**src/hw/ddrp_pkg.sv**
```systemverilog
/*
 * Shared constants for the memory pin interface: pin widths, burst length,
 * command encodings, pin patterns and the sequencer state type.
 * Assumes it is compiled before every other file of the block.
 */
package ddrp_pkg;

    // Pin widths
    localparam int DDRP_BANK_W = 3;
    localparam int DDRP_ADDR_W = 14;
    localparam int DDRP_DQ_W = 16;
    localparam int DDRP_LANES = 2;

    // Write and read bursts, in data beats (one beat per system clock on writes, one per strobe edge on reads)
    localparam int DDRP_BURST = 4;

    // Read gives up after this many cycles without a full burst
    localparam int DDRP_RD_TIMEOUT = 64;

    // Synchroniser depth for pin inputs
    localparam int DDRP_SYNC_STAGES = 2;

    // Field positions in the 3-bit row/column/write pin pattern
    localparam int DDRP_PIN_ROW = 2;
    localparam int DDRP_PIN_COL = 1;
    localparam int DDRP_PIN_WE = 0;

    // Reset values of the pins
    localparam logic [2:0] DDRP_PINS_IDLE = 3'h7;
    localparam logic DDRP_SEL_IDLE = 1'b1;

    // User command codes
    typedef enum logic [2:0] {
        DDRP_NOP = 3'b000,
        DDRP_ACTIVATE = 3'b001,
        DDRP_READ = 3'b010,
        DDRP_WRITE = 3'b011,
        DDRP_PRECHARGE = 3'b100,
        DDRP_REFRESH = 3'b101,
        DDRP_LOAD_MODE = 3'b110
    } ddrp_cmd_t;

    // Sequencer states
    typedef enum logic [1:0] {
        DDRP_ST_IDLE = 2'b00,
        DDRP_ST_WRITE = 2'b01,
        DDRP_ST_READ = 2'b10
    } ddrp_state_t;

    // Row strobe, column strobe, write enable (all active low) per command
    function automatic logic [2:0] ddrp_cmd_pins(input ddrp_cmd_t code);
        logic [2:0] pins;
        pins = DDRP_PINS_IDLE;
        unique case (code)
            DDRP_ACTIVATE: pins = 3'h3;
            DDRP_READ: pins = 3'h5;
            DDRP_WRITE: pins = 3'h4;
            DDRP_PRECHARGE: pins = 3'h2;
            DDRP_REFRESH: pins = 3'h1;
            DDRP_LOAD_MODE: pins = 3'h0;
            default: pins = DDRP_PINS_IDLE;
        endcase
        return pins;
    endfunction

endpackage

```
**src/hw/ddrp_sync.sv**
```systemverilog
/*
 * Two-stage synchroniser for a bundle of pin inputs.
 * Assumes the inputs are asynchronous to sys_clk; only the last stage
 * may be read by other logic.
 */
`timescale 1ns/1ps
module ddrp_sync #(
    parameter int WIDTH = 1
) (
    input wire logic sys_clk,
    input wire logic arst_n,
    input wire logic [WIDTH-1:0] din,
    output logic [WIDTH-1:0] dout
);

    // First stage, read only by the second
    logic [WIDTH-1:0] meta;

    // Two flops in series
    always_ff @(posedge sys_clk or negedge arst_n) begin
        if (!arst_n) begin
            meta <= '0;
            dout <= '0;
        end else begin
            meta <= din;
            dout <= meta;
        end
    end

endmodule

```
**src/hw/ddrp_clk_gen.sv**
```systemverilog
/*
 * Memory clock divider: the memory clock and its complement are made
 * from the controller clock by halving it.
 * Assumes sys_clk is the memory controller clock.
 */
`timescale 1ns/1ps
module ddrp_clk_gen (
    input wire logic sys_clk,
    input wire logic arst_n,
    output logic clk_true,
    output logic clk_comp
);

    // Toggle every edge; both outputs are flops so pins stay glitch free.
    // True phase rests high in reset, so the pin copy, which rests low,
    // already toggles at the first edge after release.
    always_ff @(posedge sys_clk or negedge arst_n) begin
        if (!arst_n) begin
            clk_true <= 1'b1;
            clk_comp <= 1'b0;
        end else begin
            clk_true <= ~clk_true;
            clk_comp <= clk_true;
        end
    end

endmodule

```
**src/hw/ddrp_pin_if.sv**
```systemverilog
/*
 * Pin-level side of the external dynamic memory interface: command,
 * bank, address, clock, clock enable, chip select, masks, strobes,
 * termination and memory reset, with a 16-bit two-way data bus.
 * Assumes a user that holds cmd_valid until taken, and configuration
 * levels that come from logic on sys_clk.
 */
`timescale 1ns/1ps
module ddrp_pin_if
    import ddrp_pkg::*;
#(
    parameter int BURST = DDRP_BURST,
    parameter int RD_TIMEOUT = DDRP_RD_TIMEOUT
) (
    input wire logic sys_clk,
    input wire logic arst_n,
    // User command port
    input wire logic cmd_valid,
    output logic cmd_ready,
    input wire logic [2:0] cmd_code,
    input wire logic [DDRP_BANK_W-1:0] cmd_bank,
    input wire logic [DDRP_ADDR_W-1:0] cmd_addr,
    input wire logic [DDRP_DQ_W*BURST-1:0] wr_data,
    input wire logic [DDRP_LANES*BURST-1:0] wr_mask,
    output logic [DDRP_DQ_W-1:0] rd_data,
    output logic rd_valid,
    output logic rd_timeout,
    // Configuration levels
    input wire logic cfg_diff_strobe,
    input wire logic cfg_is_ddr3,
    input wire logic cfg_term_on,
    input wire logic cfg_clk_enable,
    input wire logic cfg_mem_reset,
    // Memory pins
    output logic mem_clk_out,
    output logic mem_clk_out_n,
    output logic mem_clk_enable,
    output logic mem_chip_sel_n,
    output logic mem_row_strobe_n,
    output logic mem_col_strobe_n,
    output logic mem_write_en_n,
    output logic [DDRP_BANK_W-1:0] mem_bank_addr,
    output logic [DDRP_ADDR_W-1:0] mem_addr_bus,
    output logic mem_term_enable,
    output logic mem_reset_out_n,
    output logic mem_reset_oe,
    output logic mem_low_byte_mask,
    output logic mem_high_byte_mask,
    input wire logic [DDRP_DQ_W-1:0] mem_data_bus_i,
    output logic [DDRP_DQ_W-1:0] mem_data_bus_o,
    output logic mem_data_bus_oe,
    input wire logic [DDRP_LANES-1:0] mem_byte_strobe_i,
    output logic [DDRP_LANES-1:0] mem_byte_strobe_o,
    output logic mem_byte_strobe_oe,
    input wire logic [DDRP_LANES-1:0] mem_byte_strobe_n_i,
    output logic [DDRP_LANES-1:0] mem_byte_strobe_n_o,
    output logic mem_byte_strobe_n_oe
);

    localparam int BEAT_W = (BURST > 1) ? $clog2(BURST) : 1;
    localparam int TMO_W = $clog2(RD_TIMEOUT + 1);
    localparam logic [BEAT_W-1:0] LAST_BEAT = BEAT_W'(BURST - 1);
    localparam logic [TMO_W-1:0] TMO_LAST = TMO_W'(RD_TIMEOUT - 1);

    ddrp_state_t state; // Sequencer state
    ddrp_state_t next_state; // Its next value
    logic [BEAT_W-1:0] beat; // Beat of the current burst
    logic [TMO_W-1:0] tmo; // Cycles spent waiting for read beats
    logic [DDRP_DQ_W*BURST-1:0] wbuf; // Write beats, low beat first
    logic [DDRP_LANES*BURST-1:0] mbuf; // Mask beats, low beat first
    logic clk_true; // Divided clock, true phase
    logic clk_comp; // Divided clock, complement phase
    logic [DDRP_DQ_W-1:0] dq_sync; // Read data after synchroniser
    logic [DDRP_LANES-1:0] dqs_sync; // Read strobes after synchroniser
    logic [DDRP_LANES-1:0] dqs_prev; // Synced strobes one cycle older

    // Command is taken only on a ready cycle
    wire accept = cmd_valid && cmd_ready;
    wire ddrp_cmd_t code_in = ddrp_cmd_t'(cmd_code);
    wire [2:0] pins_in = ddrp_cmd_pins(code_in);
    // Launch edge: memory clock rises here as the pins change; they hold until its next rise
    wire launch = clk_true;
    // A read beat is marked by any edge of the low lane strobe
    wire rd_edge = (state == DDRP_ST_READ) && (dqs_sync[0] != dqs_prev[0]);
    wire wr_last = (state == DDRP_ST_WRITE) && (beat == LAST_BEAT);
    wire rd_last = rd_edge && (beat == LAST_BEAT);
    wire rd_expire = (state == DDRP_ST_READ) && (tmo == TMO_LAST);

    // Memory clock pair from the controller clock
    ddrp_clk_gen u_clk (
        .sys_clk(sys_clk),
        .arst_n(arst_n),
        .clk_true(clk_true),
        .clk_comp(clk_comp)
    );

    // Read data and strobes come from the pins, so synchronise them
    ddrp_sync #(.WIDTH(DDRP_DQ_W + DDRP_LANES)) u_rd_sync (
        .sys_clk(sys_clk),
        .arst_n(arst_n),
        .din({mem_byte_strobe_i, mem_data_bus_i}),
        .dout({dqs_sync, dq_sync})
    );

    // Sequencer next state
    always_comb begin
        next_state = state;
        unique case (state)
            DDRP_ST_IDLE: begin
                if (accept && code_in == DDRP_WRITE) begin
                    next_state = DDRP_ST_WRITE;
                end else if (accept && code_in == DDRP_READ) begin
                    next_state = DDRP_ST_READ;
                end
            end
            DDRP_ST_WRITE: begin
                if (wr_last) begin
                    next_state = DDRP_ST_IDLE;
                end
            end
            DDRP_ST_READ: begin
                if (rd_last || rd_expire) begin
                    next_state = DDRP_ST_IDLE;
                end
            end
            default: next_state = DDRP_ST_IDLE;
        endcase
    end

    // State, beat counter and ready; ready only on launch-eve cycles
    always_ff @(posedge sys_clk or negedge arst_n) begin
        if (!arst_n) begin
            state <= DDRP_ST_IDLE;
            beat <= '0;
            tmo <= '0;
            cmd_ready <= 1'b0;
        end else begin
            state <= next_state;
            cmd_ready <= (next_state == DDRP_ST_IDLE) && !clk_true;
            if (state == DDRP_ST_IDLE || wr_last || rd_last) begin
                beat <= '0;
            end else if (state == DDRP_ST_WRITE || rd_edge) begin
                beat <= beat + 1'b1;
            end
            tmo <= (state == DDRP_ST_READ) ? tmo + 1'b1 : '0;
        end
    end

    // Command pins change only at launch; idle means deselected
    always_ff @(posedge sys_clk or negedge arst_n) begin
        if (!arst_n) begin
            mem_chip_sel_n <= DDRP_SEL_IDLE;
            mem_row_strobe_n <= DDRP_PINS_IDLE[DDRP_PIN_ROW];
            mem_col_strobe_n <= DDRP_PINS_IDLE[DDRP_PIN_COL];
            mem_write_en_n <= DDRP_PINS_IDLE[DDRP_PIN_WE];
            mem_bank_addr <= '0;
            mem_addr_bus <= '0;
        end else if (launch) begin
            // Pattern encodes the operation
            mem_row_strobe_n <= accept ? pins_in[DDRP_PIN_ROW] : 1'b1;
            mem_col_strobe_n <= accept ? pins_in[DDRP_PIN_COL] : 1'b1;
            mem_write_en_n <= accept ? pins_in[DDRP_PIN_WE] : 1'b1;
            // Select only for a real command
            mem_chip_sel_n <= !(accept && code_in != DDRP_NOP);
            // Bank or mode register index
            if (accept) begin
                mem_bank_addr <= cmd_bank;
                mem_addr_bus <= cmd_addr;
            end
        end
    end

    // Write burst: data, masks and strobes leave together
    always_ff @(posedge sys_clk or negedge arst_n) begin
        if (!arst_n) begin
            wbuf <= '0;
            mbuf <= '0;
            mem_data_bus_o <= '0;
            mem_low_byte_mask <= 1'b0;
            mem_high_byte_mask <= 1'b0;
            mem_byte_strobe_o <= '0;
            mem_byte_strobe_n_o <= '0;
        end else begin
            if (accept && code_in == DDRP_WRITE) begin
                wbuf <= wr_data;
                mbuf <= wr_mask;
            end else if (state == DDRP_ST_WRITE) begin
                wbuf <= wbuf >> DDRP_DQ_W;
                mbuf <= mbuf >> DDRP_LANES;
            end
            mem_data_bus_o <= wbuf[DDRP_DQ_W-1:0];
            // Lane 0 mask covers the low byte, lane 1 the high byte
            mem_low_byte_mask <= mbuf[0];
            mem_high_byte_mask <= mbuf[1];
            // Strobe toggles each beat, so both edges carry a beat
            mem_byte_strobe_o <= {DDRP_LANES{beat[0]}};
            // Complement idles low unless differential
            mem_byte_strobe_n_o <= cfg_diff_strobe ?
                {DDRP_LANES{~beat[0]}} : '0;
        end
    end

    // Drive enables: only during write beats
    always_ff @(posedge sys_clk or negedge arst_n) begin
        if (!arst_n) begin
            mem_data_bus_oe <= 1'b0;
            mem_byte_strobe_oe <= 1'b0;
            mem_byte_strobe_n_oe <= 1'b0;
        end else begin
            mem_data_bus_oe <= (state == DDRP_ST_WRITE);
            mem_byte_strobe_oe <= (state == DDRP_ST_WRITE);
            // Complement left floating in single-ended mode
            mem_byte_strobe_n_oe <= (state == DDRP_ST_WRITE) &&
                cfg_diff_strobe;
        end
    end

    // Read capture on each synced edge of the low lane strobe
    always_ff @(posedge sys_clk or negedge arst_n) begin
        if (!arst_n) begin
            dqs_prev <= '0;
            rd_data <= '0;
            rd_valid <= 1'b0;
            rd_timeout <= 1'b0;
        end else begin
            dqs_prev <= dqs_sync;
            rd_valid <= rd_edge;
            rd_timeout <= rd_expire && !rd_last;
            if (rd_edge) begin
                rd_data <= dq_sync;
            end
        end
    end

    // Static pins: clock pair, clock enable, termination, memory reset
    always_ff @(posedge sys_clk or negedge arst_n) begin
        if (!arst_n) begin
            mem_clk_out <= 1'b0;
            mem_clk_out_n <= 1'b1;
            mem_clk_enable <= 1'b0;
            mem_term_enable <= 1'b0;
            mem_reset_out_n <= 1'b0;
            mem_reset_oe <= 1'b0;
        end else begin
            mem_clk_out <= clk_true;
            mem_clk_out_n <= clk_comp;
            mem_clk_enable <= cfg_clk_enable; // High enables
            // Follows its setting alone, whatever the commands
            mem_term_enable <= cfg_term_on;
            // Reset pin driven only for DDR3 parts
            mem_reset_out_n <= !cfg_mem_reset;
            mem_reset_oe <= cfg_is_ddr3;
        end
    end
endmodule

```
**config.mk**
```make
export PLATFORM = sky130hd
export DESIGN_NAME = ddrp_pin_if
export DESIGN_NICKNAME = d
export VERILOG_FILES = /design/src/hw/ddrp_pkg.sv /design/src/hw/ddrp_sync.sv /design/src/hw/ddrp_clk_gen.sv /design/src/hw/ddrp_pin_if.sv
export SDC_FILE = /design/constraint.sdc
export NUM_CORES = 1
export LEC_CHECK = 0
export BUFFER_PORTS_ARGS = -buffer_cell sky130_fd_sc_hd__clkbuf_2
export CORE_MARGIN = 2
export CORE_UTILIZATION = 40
export CTS_CLUSTER_DIAMETER = 120
export DETAILED_ROUTE_END_ITERATION = 16
export PLACE_DENSITY_LB_ADDON = 0.08
export REMOVE_ABC_BUFFERS = 1
export SKIP_CTS_REPAIR_TIMING = 1
export SYNTH_ARGS = -nofsm -noshare
export SYNTH_HDL_FRONTEND = slang
export SYNTH_SLANG_ARGS = --single-unit
```
**constraint.sdc**
```tcl
create_clock -name sys_clk -period 1.6 [get_ports sys_clk]
set_clock_uncertainty 0.05 [all_clocks]
set_input_delay 0.32 -clock sys_clk [delete_from_list [all_inputs] [get_ports sys_clk]]
set_output_delay 0.32 -clock sys_clk [all_outputs]
set_load 0.1 [all_outputs]
```
==> key figures, run 1 <==
Run status
  – Status: finished clean

GRT
  – Vias in the first global route: 4725
  – Largest net degree at the start of global routing: 49
  – Initial antenna violation count: 0
  – Overflow after GRT: 0
  – First-pass GRT wire length: 23.2 mm
  – GRT Util Overall: 0.158

Route
  – Post-route DRC: 0
  – DR WL/cell: 14.8 um
  – DR pass1 iterations: 5
  – Routed vias/inst: 4.79
  – Drt total wl: 14.7 mm
  – Antenna Violating Nets Remaining: 0
  – Via count: 4738
  – DR iter-0 viols: 148

Synth
  – Synth Flop Type: dfrtp_1
  – Yosys cell types: 37
  – Synthesized area: 0.00713 mm^2
  – Area leader, netlist: dfrtp_1
  – Post-synthesis sequential area ratio: 0.658
  – Synth warn: 0
  – Synth top area cells: dfrtp_1 64%, mux2i_1 7.6%, nand3_1 5.3%
  – Mapped Avg Cell Area: 13.1 um^2
  – Number of synthesized flops with an enable pin: 0
  – Async set-reset flop share out of synthesis: 1.00
  – #FFs+latches synth: 187
  – Yosys top cell area share: 0.636
  – Synthesized instance count: 542

Final layout
  – Seq. cell area: 0.00469 mm^2
  – Ratio of cells with drive above 1 in the final layout: 0.378
  – Final Util: 0.539
  – Commonest non-fill, non-tap cell in the layout: dfrtp_1
  – Diode count: 0
  – Multi-input gate area: 0.00216 mm^2
  – Post-Layout Inst Area: 0.00936 mm^2
  – P&R area growth vs syn: 31.3%
  – Fillers: 1554
  – Final net count: 873
  – Most frequent cells in the layout: 180 x dfrtp_1, 117 x clkbuf_2, 76 x nand3_1, 70 x o21ai_1, 54 x mux2i_1

Power and ir drop
  – PwrDens: 2120 mW/mm^2
  – Switching Fraction: 0.452
  – Pleak: 4.72 nW
  – Combinational power share: 0.437
  – Worst vdd ir: 0.00147 V
  – Flop pwr share: 0.344
  – Total net switching power: 8.95 mW
  – Int Power: 10.8 mW
  – Clk pwr share: 0.218

Die
  – Core Area: 0.0174 mm^2
  – Site Rows: 48
  – Die X: 137 um
  – Initial Util: 0.411
  – Die ar.: 0.0189 mm^2
  – Height of the die: 137 um
  – Number of I/O pins: 191

STA
  – Fin. Hold Viols: 0
  – Final setup vio count: 0
  – Tightest Pin Transition: 0.541 ns
  – RSZ-0062 raised after global routing: no
  – Max Clk Rate: 0.638 GHz
  – Worst slew margin: 0.641
  – Period utilization: 0.979
  – Pins Over Slew Limit: 0
  – Tmin final: 1.57 ns

Clock network
  – CTS tree: done
  – CTS HTree Levels: 4
  – Reg clk slew, reported paths: 0.07 ns
  – Later-pin clock latency in the skew report: 0.42 ns
  – CTS Sinks: 187
  – Total CTS buffers: 17
  – Root Driver: clkbuf_16
  – Buffer depth of the longest clock path: 2

Critical path
  – Crit path capture type: output pin
  – Flop-to-flop setup slack: 0.15 ns
  – Worst path bufs/invs: 1
  – Critical-path cell with the highest stage delay: buf_2
  – Crit path cell chain: buf_2
  – Critical path class: reg -> out
  – CP max FO: 2
  – Worst Path Arrival: 1.20 ns
  – Critical Path Start Type: register
  – Crit path max-delay family: buffers and inverters
  – Slowest Stage Delay on Critical Path: 0.42 ns
  – Required time worst endpoint: 1.23 ns

Placement
  – Final HPWL DP: 9.95 mm
  – Final Wtd Congestion: 0.767
  – Placement Cell Area: 0.00844 mm^2
  – Buffers added on ports: 187

Flow run
  – Max Cap Viol: 0

Min path
  – HP Class: in -> reg
## power by group through the flow
stage	Sequential [mW]	Clock, mW	Combinational, mW
3_5_place_dp	6.92	0	8.52
6_report	6.82	4.32	8.66
2_1_floorplan	11.2	0	1.98
4_1_cts	6.83	4.47	8.53
5_1_grt	6.99	4.65	9.09
3_3_place_gp	6.84	0	8.43
## synthesized netlist by cell type (2+ instances only)
cell	count
nand2b_1	3
buf_2	16
xnor2_1	2
dfrtp_1	181
buf_6	8
nand2_1	24
nand3b_1	2
xor2_1	3
or3_1	2
dfstp_2	6
o21ai_0	4
inv_1	5
and2_1	2
nor2b_1	4
mux2_2	25
ha_1	2
buf_4	7
o211ai_1	2
clkbuf_1	8
nor2_1	7
nand3_1	76
mux2_4	8
o22a_1	4
o21ai_1	70
nor3_1	2
a21oi_1	5
mux2i_1	54
## layer usage
layer | up-vias | track usage | wire [um]
li1 | 2313 | - | -
met1 | 2295 | 0.204 | 6650
met2 | 119 | 0.256 | 7050
met3 | 11 | 0.0471 | 829
met4 | 0 | 0.0515 | 158
met5 | - | 0 | 0
## cell type report
type,count,share of cell area
Clock inverter,14,0.0187
Clock buffer,18,0.0469
Timing Repair Buffer,230,0.171
Tap cell,225,0.0301
Sequential cell,187,0.501
Multi-Input combinational cell,310,0.231
Inverter,5,0.00201
## through the flow
stage | hold WS, ns | power [mW] | worst slack [ns] | std cells | setup TNS, ns
after floorplan | -0.0256 | 13.2 | -2.68 | 502 | -214.81
final | 0.0704 | 19.8 | 0.0331 | 989 | 0
after CTS | -0.211 | 19.8 | -0.0430 | 967 | -0.971
after global placement | 0.246 | 15.3 | 0.0749 | 935 | 0
after global routing | 0.0524 | 20.7 | 0.0000204 | 989 | 0
after detailed placement | 0.251 | 15.4 | 0.0599 | 935 | 0
## worst paths after layout
path                            cells after the start              start                end
worst max-delay path                                1    mem_addr_bus[6]    mem_addr_bus[6]
worst min-delay path                                3        wr_data[48]           wbuf[48]
worst max register to register                      4           state[0]         rd_data[0]
worst min register to register                      0  u_rd_sync.meta[3]  u_rd_sync.dout[3]
max in group asynchronous                           3             arst_n    mem_addr_bus[5]
min in group asynchronous                           2             arst_n        rd_data[13]
## flip-flops by register name, summed over array words and instances (netlist names), 2 cells and up
register	cells
mem_data_bus_o	16
u_rd_sync.dout	17
tmo	7
mbuf	8
mem_bank_addr	3
mem_addr_bus	14
u_rd_sync.meta	17
state	2
beat	2
rd_data	16
wbuf	64
## kinds of logic after synthesis
kind of cell	count (synthesis)	synth area share
AO/OA/AOI/OAI	89	0.0679
AND/OR/NAND/NOR	126	0.0894
adder cells (fa/ha/maj)	2	0.00351
flip-flops	187	0.658
buffers and inverters	45	0.0409
XOR/XNOR	6	0.00843
multiplexers	87	0.132
Note: power is estimated with default switching activity, not from simulation.
==> run 2: changes to the inputs <==
--- a/config.mk
+++ b/config.mk
@@ -8,6 +8,7 @@
 export BUFFER_PORTS_ARGS = -buffer_cell sky130_fd_sc_hd__clkbuf_2
 export CORE_MARGIN = 2
 export CORE_UTILIZATION = 40
+export CTS_BUF_LIST = sky130_fd_sc_hd__clkbuf_8
 export CTS_CLUSTER_DIAMETER = 120
 export DETAILED_ROUTE_END_ITERATION = 16
 export PLACE_DENSITY_LB_ADDON = 0.08
==> key figures, run 2 (synthesis gave the netlist of run 1 again) <==
Run status
  – Status: finished clean

Placement
  – Final HPWL DP: 9.95 mm
  – Placement Setup Slack: 0.0599 ns
  – Final Wtd Congestion: 0.767
  – Inst Count DP: 935
  – Buffers added on ports: 187
  – Placement Cell Area: 0.00844 mm^2

Clock network
  – Buffer depth of the longest clock path: 2
  – CTS Sinks: 187
  – CTS HTree Levels: 4
  – Root Driver: clkbuf_8
  – Reg clk slew, reported paths: 0.10 ns
  – Later-pin clock latency in the skew report: 0.45 ns
  – CTS tree: done
  – Total CTS buffers: 17

Critical path
  – CP endpoint: mem_chip_sel_n
  – Critical path class: reg -> out
  – Slowest Stage Delay on Critical Path: 0.57 ns
  – Crit path max-delay family: flip-flops
  – Worst Path Arrival: 1.20 ns
  – Crit path from: mem_chip_sel_n
  – FF-to-FF Start: cmd_ready
  – Crit path cell chain: buf_12
  – Flop-to-flop setup slack: 0.15 ns
  – Crit path capture type: output pin
  – Crit path depth: 1
  – Critical-path cell with the highest stage delay: dfstp_2
  – Critical Path Start Type: register
  – CP max FO: 2
  – Reg2Reg Capture Point: mbuf[7]
  – Worst path bufs/invs: 1
  – Required time worst endpoint: 1.23 ns
  – Worst reg2reg path depth: 4

Min path
  – HP Class: in -> reg

Route
  – DR WL/cell: 14.7 um
  – Post-route DRC: 0
  – DR iter-0 viols: 143
  – Routed vias/inst: 4.77
  – DR pass1 iterations: 4
  – Antenna Violating Nets Remaining: 0
  – Drt total wl: 14.6 mm
  – Via count: 4719

Power and ir drop
  – Pleak: 4.64 nW
  – Worst vdd ir: 0.00122 V
  – Clk pwr share: 0.173
  – Switching Fraction: 0.468
  – PwrDens: 2040 mW/mm^2
  – Combinational power share: 0.465
  – Int Power: 10.0 mW
  – Total net switching power: 8.81 mW
  – Flop pwr share: 0.362

GRT
  – Met3 usage: 0.0530
  – Initial antenna violation count: 0
  – Grt peak-use layer: met2
  – Overflow after GRT: 0
  – Largest net degree at the start of global routing: 49
  – M2 GR Usage: 0.254
  – GRT Util Overall: 0.158
  – Vias in the first global route: 4705
  – First-pass GRT wire length: 23.2 mm
  – Met1 usage: 0.205

Final layout
  – Diode count: 0
  – P&R area growth vs syn: 29.7%
  – Regs by FF count: wbuf: 64 flops, u_rd_sync.dout: 17 flops, u_rd_sync.meta: 17 flops
  – Final net count: 874
  – Most frequent cells in the layout: 180 x dfrtp_1, 115 x clkbuf_2, 76 x nand3_1, 70 x o21ai_1, 60 x clkbuf_4
  – Commonest non-fill, non-tap cell in the layout: dfrtp_1
  – Ratio of cells with drive above 1 in the final layout: 0.378
  – Top reg by flops: wbuf
  – Finished Layout Cells: 990
  – Max reg flops: 64
  – Post-Layout Inst Area: 0.00924 mm^2

STA
  – Fin. Hold Viols: 0
  – Final TNS setup: 0 ns
  – Max Clk Rate: 0.638 GHz
  – Final setup margin: 0.0332 ns
  – Worst slew margin: 0.713
  – Pins Over Slew Limit: 0
  – Tmin final: 1.57 ns
  – Period utilization: 0.979
  – Final setup vio count: 0
  – RSZ-0062 raised after global routing: yes
  – Tightest Pin Transition: 0.430 ns
  – Worst hold slack: 0.0406 ns

Die
  – Site Rows: 48
  – Core Area: 0.0174 mm^2
  – Initial Util: 0.411
  – Height of the die: 137 um
  – Die X: 137 um
  – Number of I/O pins: 191
  – Die ar.: 0.0189 mm^2

Flow run
  – Max Cap Viol: 0
[run 2: changes by cell type in the layout (fill, tap and decap cells not counted)]
cell and change:
clkbuf_2 -2, buf_2 -25, clkbuf_8 +17, dlygate4sd3_1 +1, clkbuf_4 +27, clkbuf_16 -17
[run 2: worst min path at each step]
stage | slack (ns) | cells past startpoint | start | to
finish | 0.04 | 2 | cmd_addr[13] | mem_addr_bus[13]
global route | 0.0003 | 2 | cmd_bank[0] | mem_bank_addr[0]
CTS | -0.27 | 1 | arst_n | rd_data[13]
detailed placement | 0.25 | 1 | arst_n | rd_data[13]
global placement | 0.25 | 1 | arst_n | rd_data[13]
floorplan | -0.03 | 0 | arst_n | beat[0]
[run 2: through the flow]
| stage | power [mW] | util |
|---|---|---|
| after detailed placement | 15.4 | 0.486 |
| after CTS | 18.8 | 0.511 |
| after global routing | 19.8 | 0.533 |
| final | 18.8 | 0.533 |
| after floorplan | 13.2 | - |
| after global placement | 15.3 | 0.486 |
[run 2: area by class of cell]
class / count / area (um^2)
clock buffers: 18 / 248
flip-flops and latches: 187 / 4690
multi-input cells: 310 / 2160
repair buffers: 231 / 1670
well taps: 225 / 282
clock inverters: 14 / 175
inverters: 5 / 18.8
fillers: 1556 / 8110
[run 2: per-layer routing]
layer	vias to the layer above	routed length, um
met4	0	120
li1	2311	-
met2	115	7020
met1	2286	6580
met5	-	0
met3	7	854
[run 2: power groups by stage]
stage          combinational (mW)  sequential (mW)  clock, mW
2_1_floorplan                1.98             11.2          0
5_1_grt                      9.20             6.99       3.61
3_3_place_gp                 8.43             6.84          0
4_1_cts                      8.52             6.82       3.42
3_5_place_dp                 8.52             6.92          0
6_report                     8.77             6.81       3.26
[run 2: worst reg2reg max path, cell delays in order (launching register included)]
cell     delay [ns]
dfrtp_1        0.41
and4b_2        0.29
and2_2         0.23
buf_12         0.18
o21ai_0        0.22
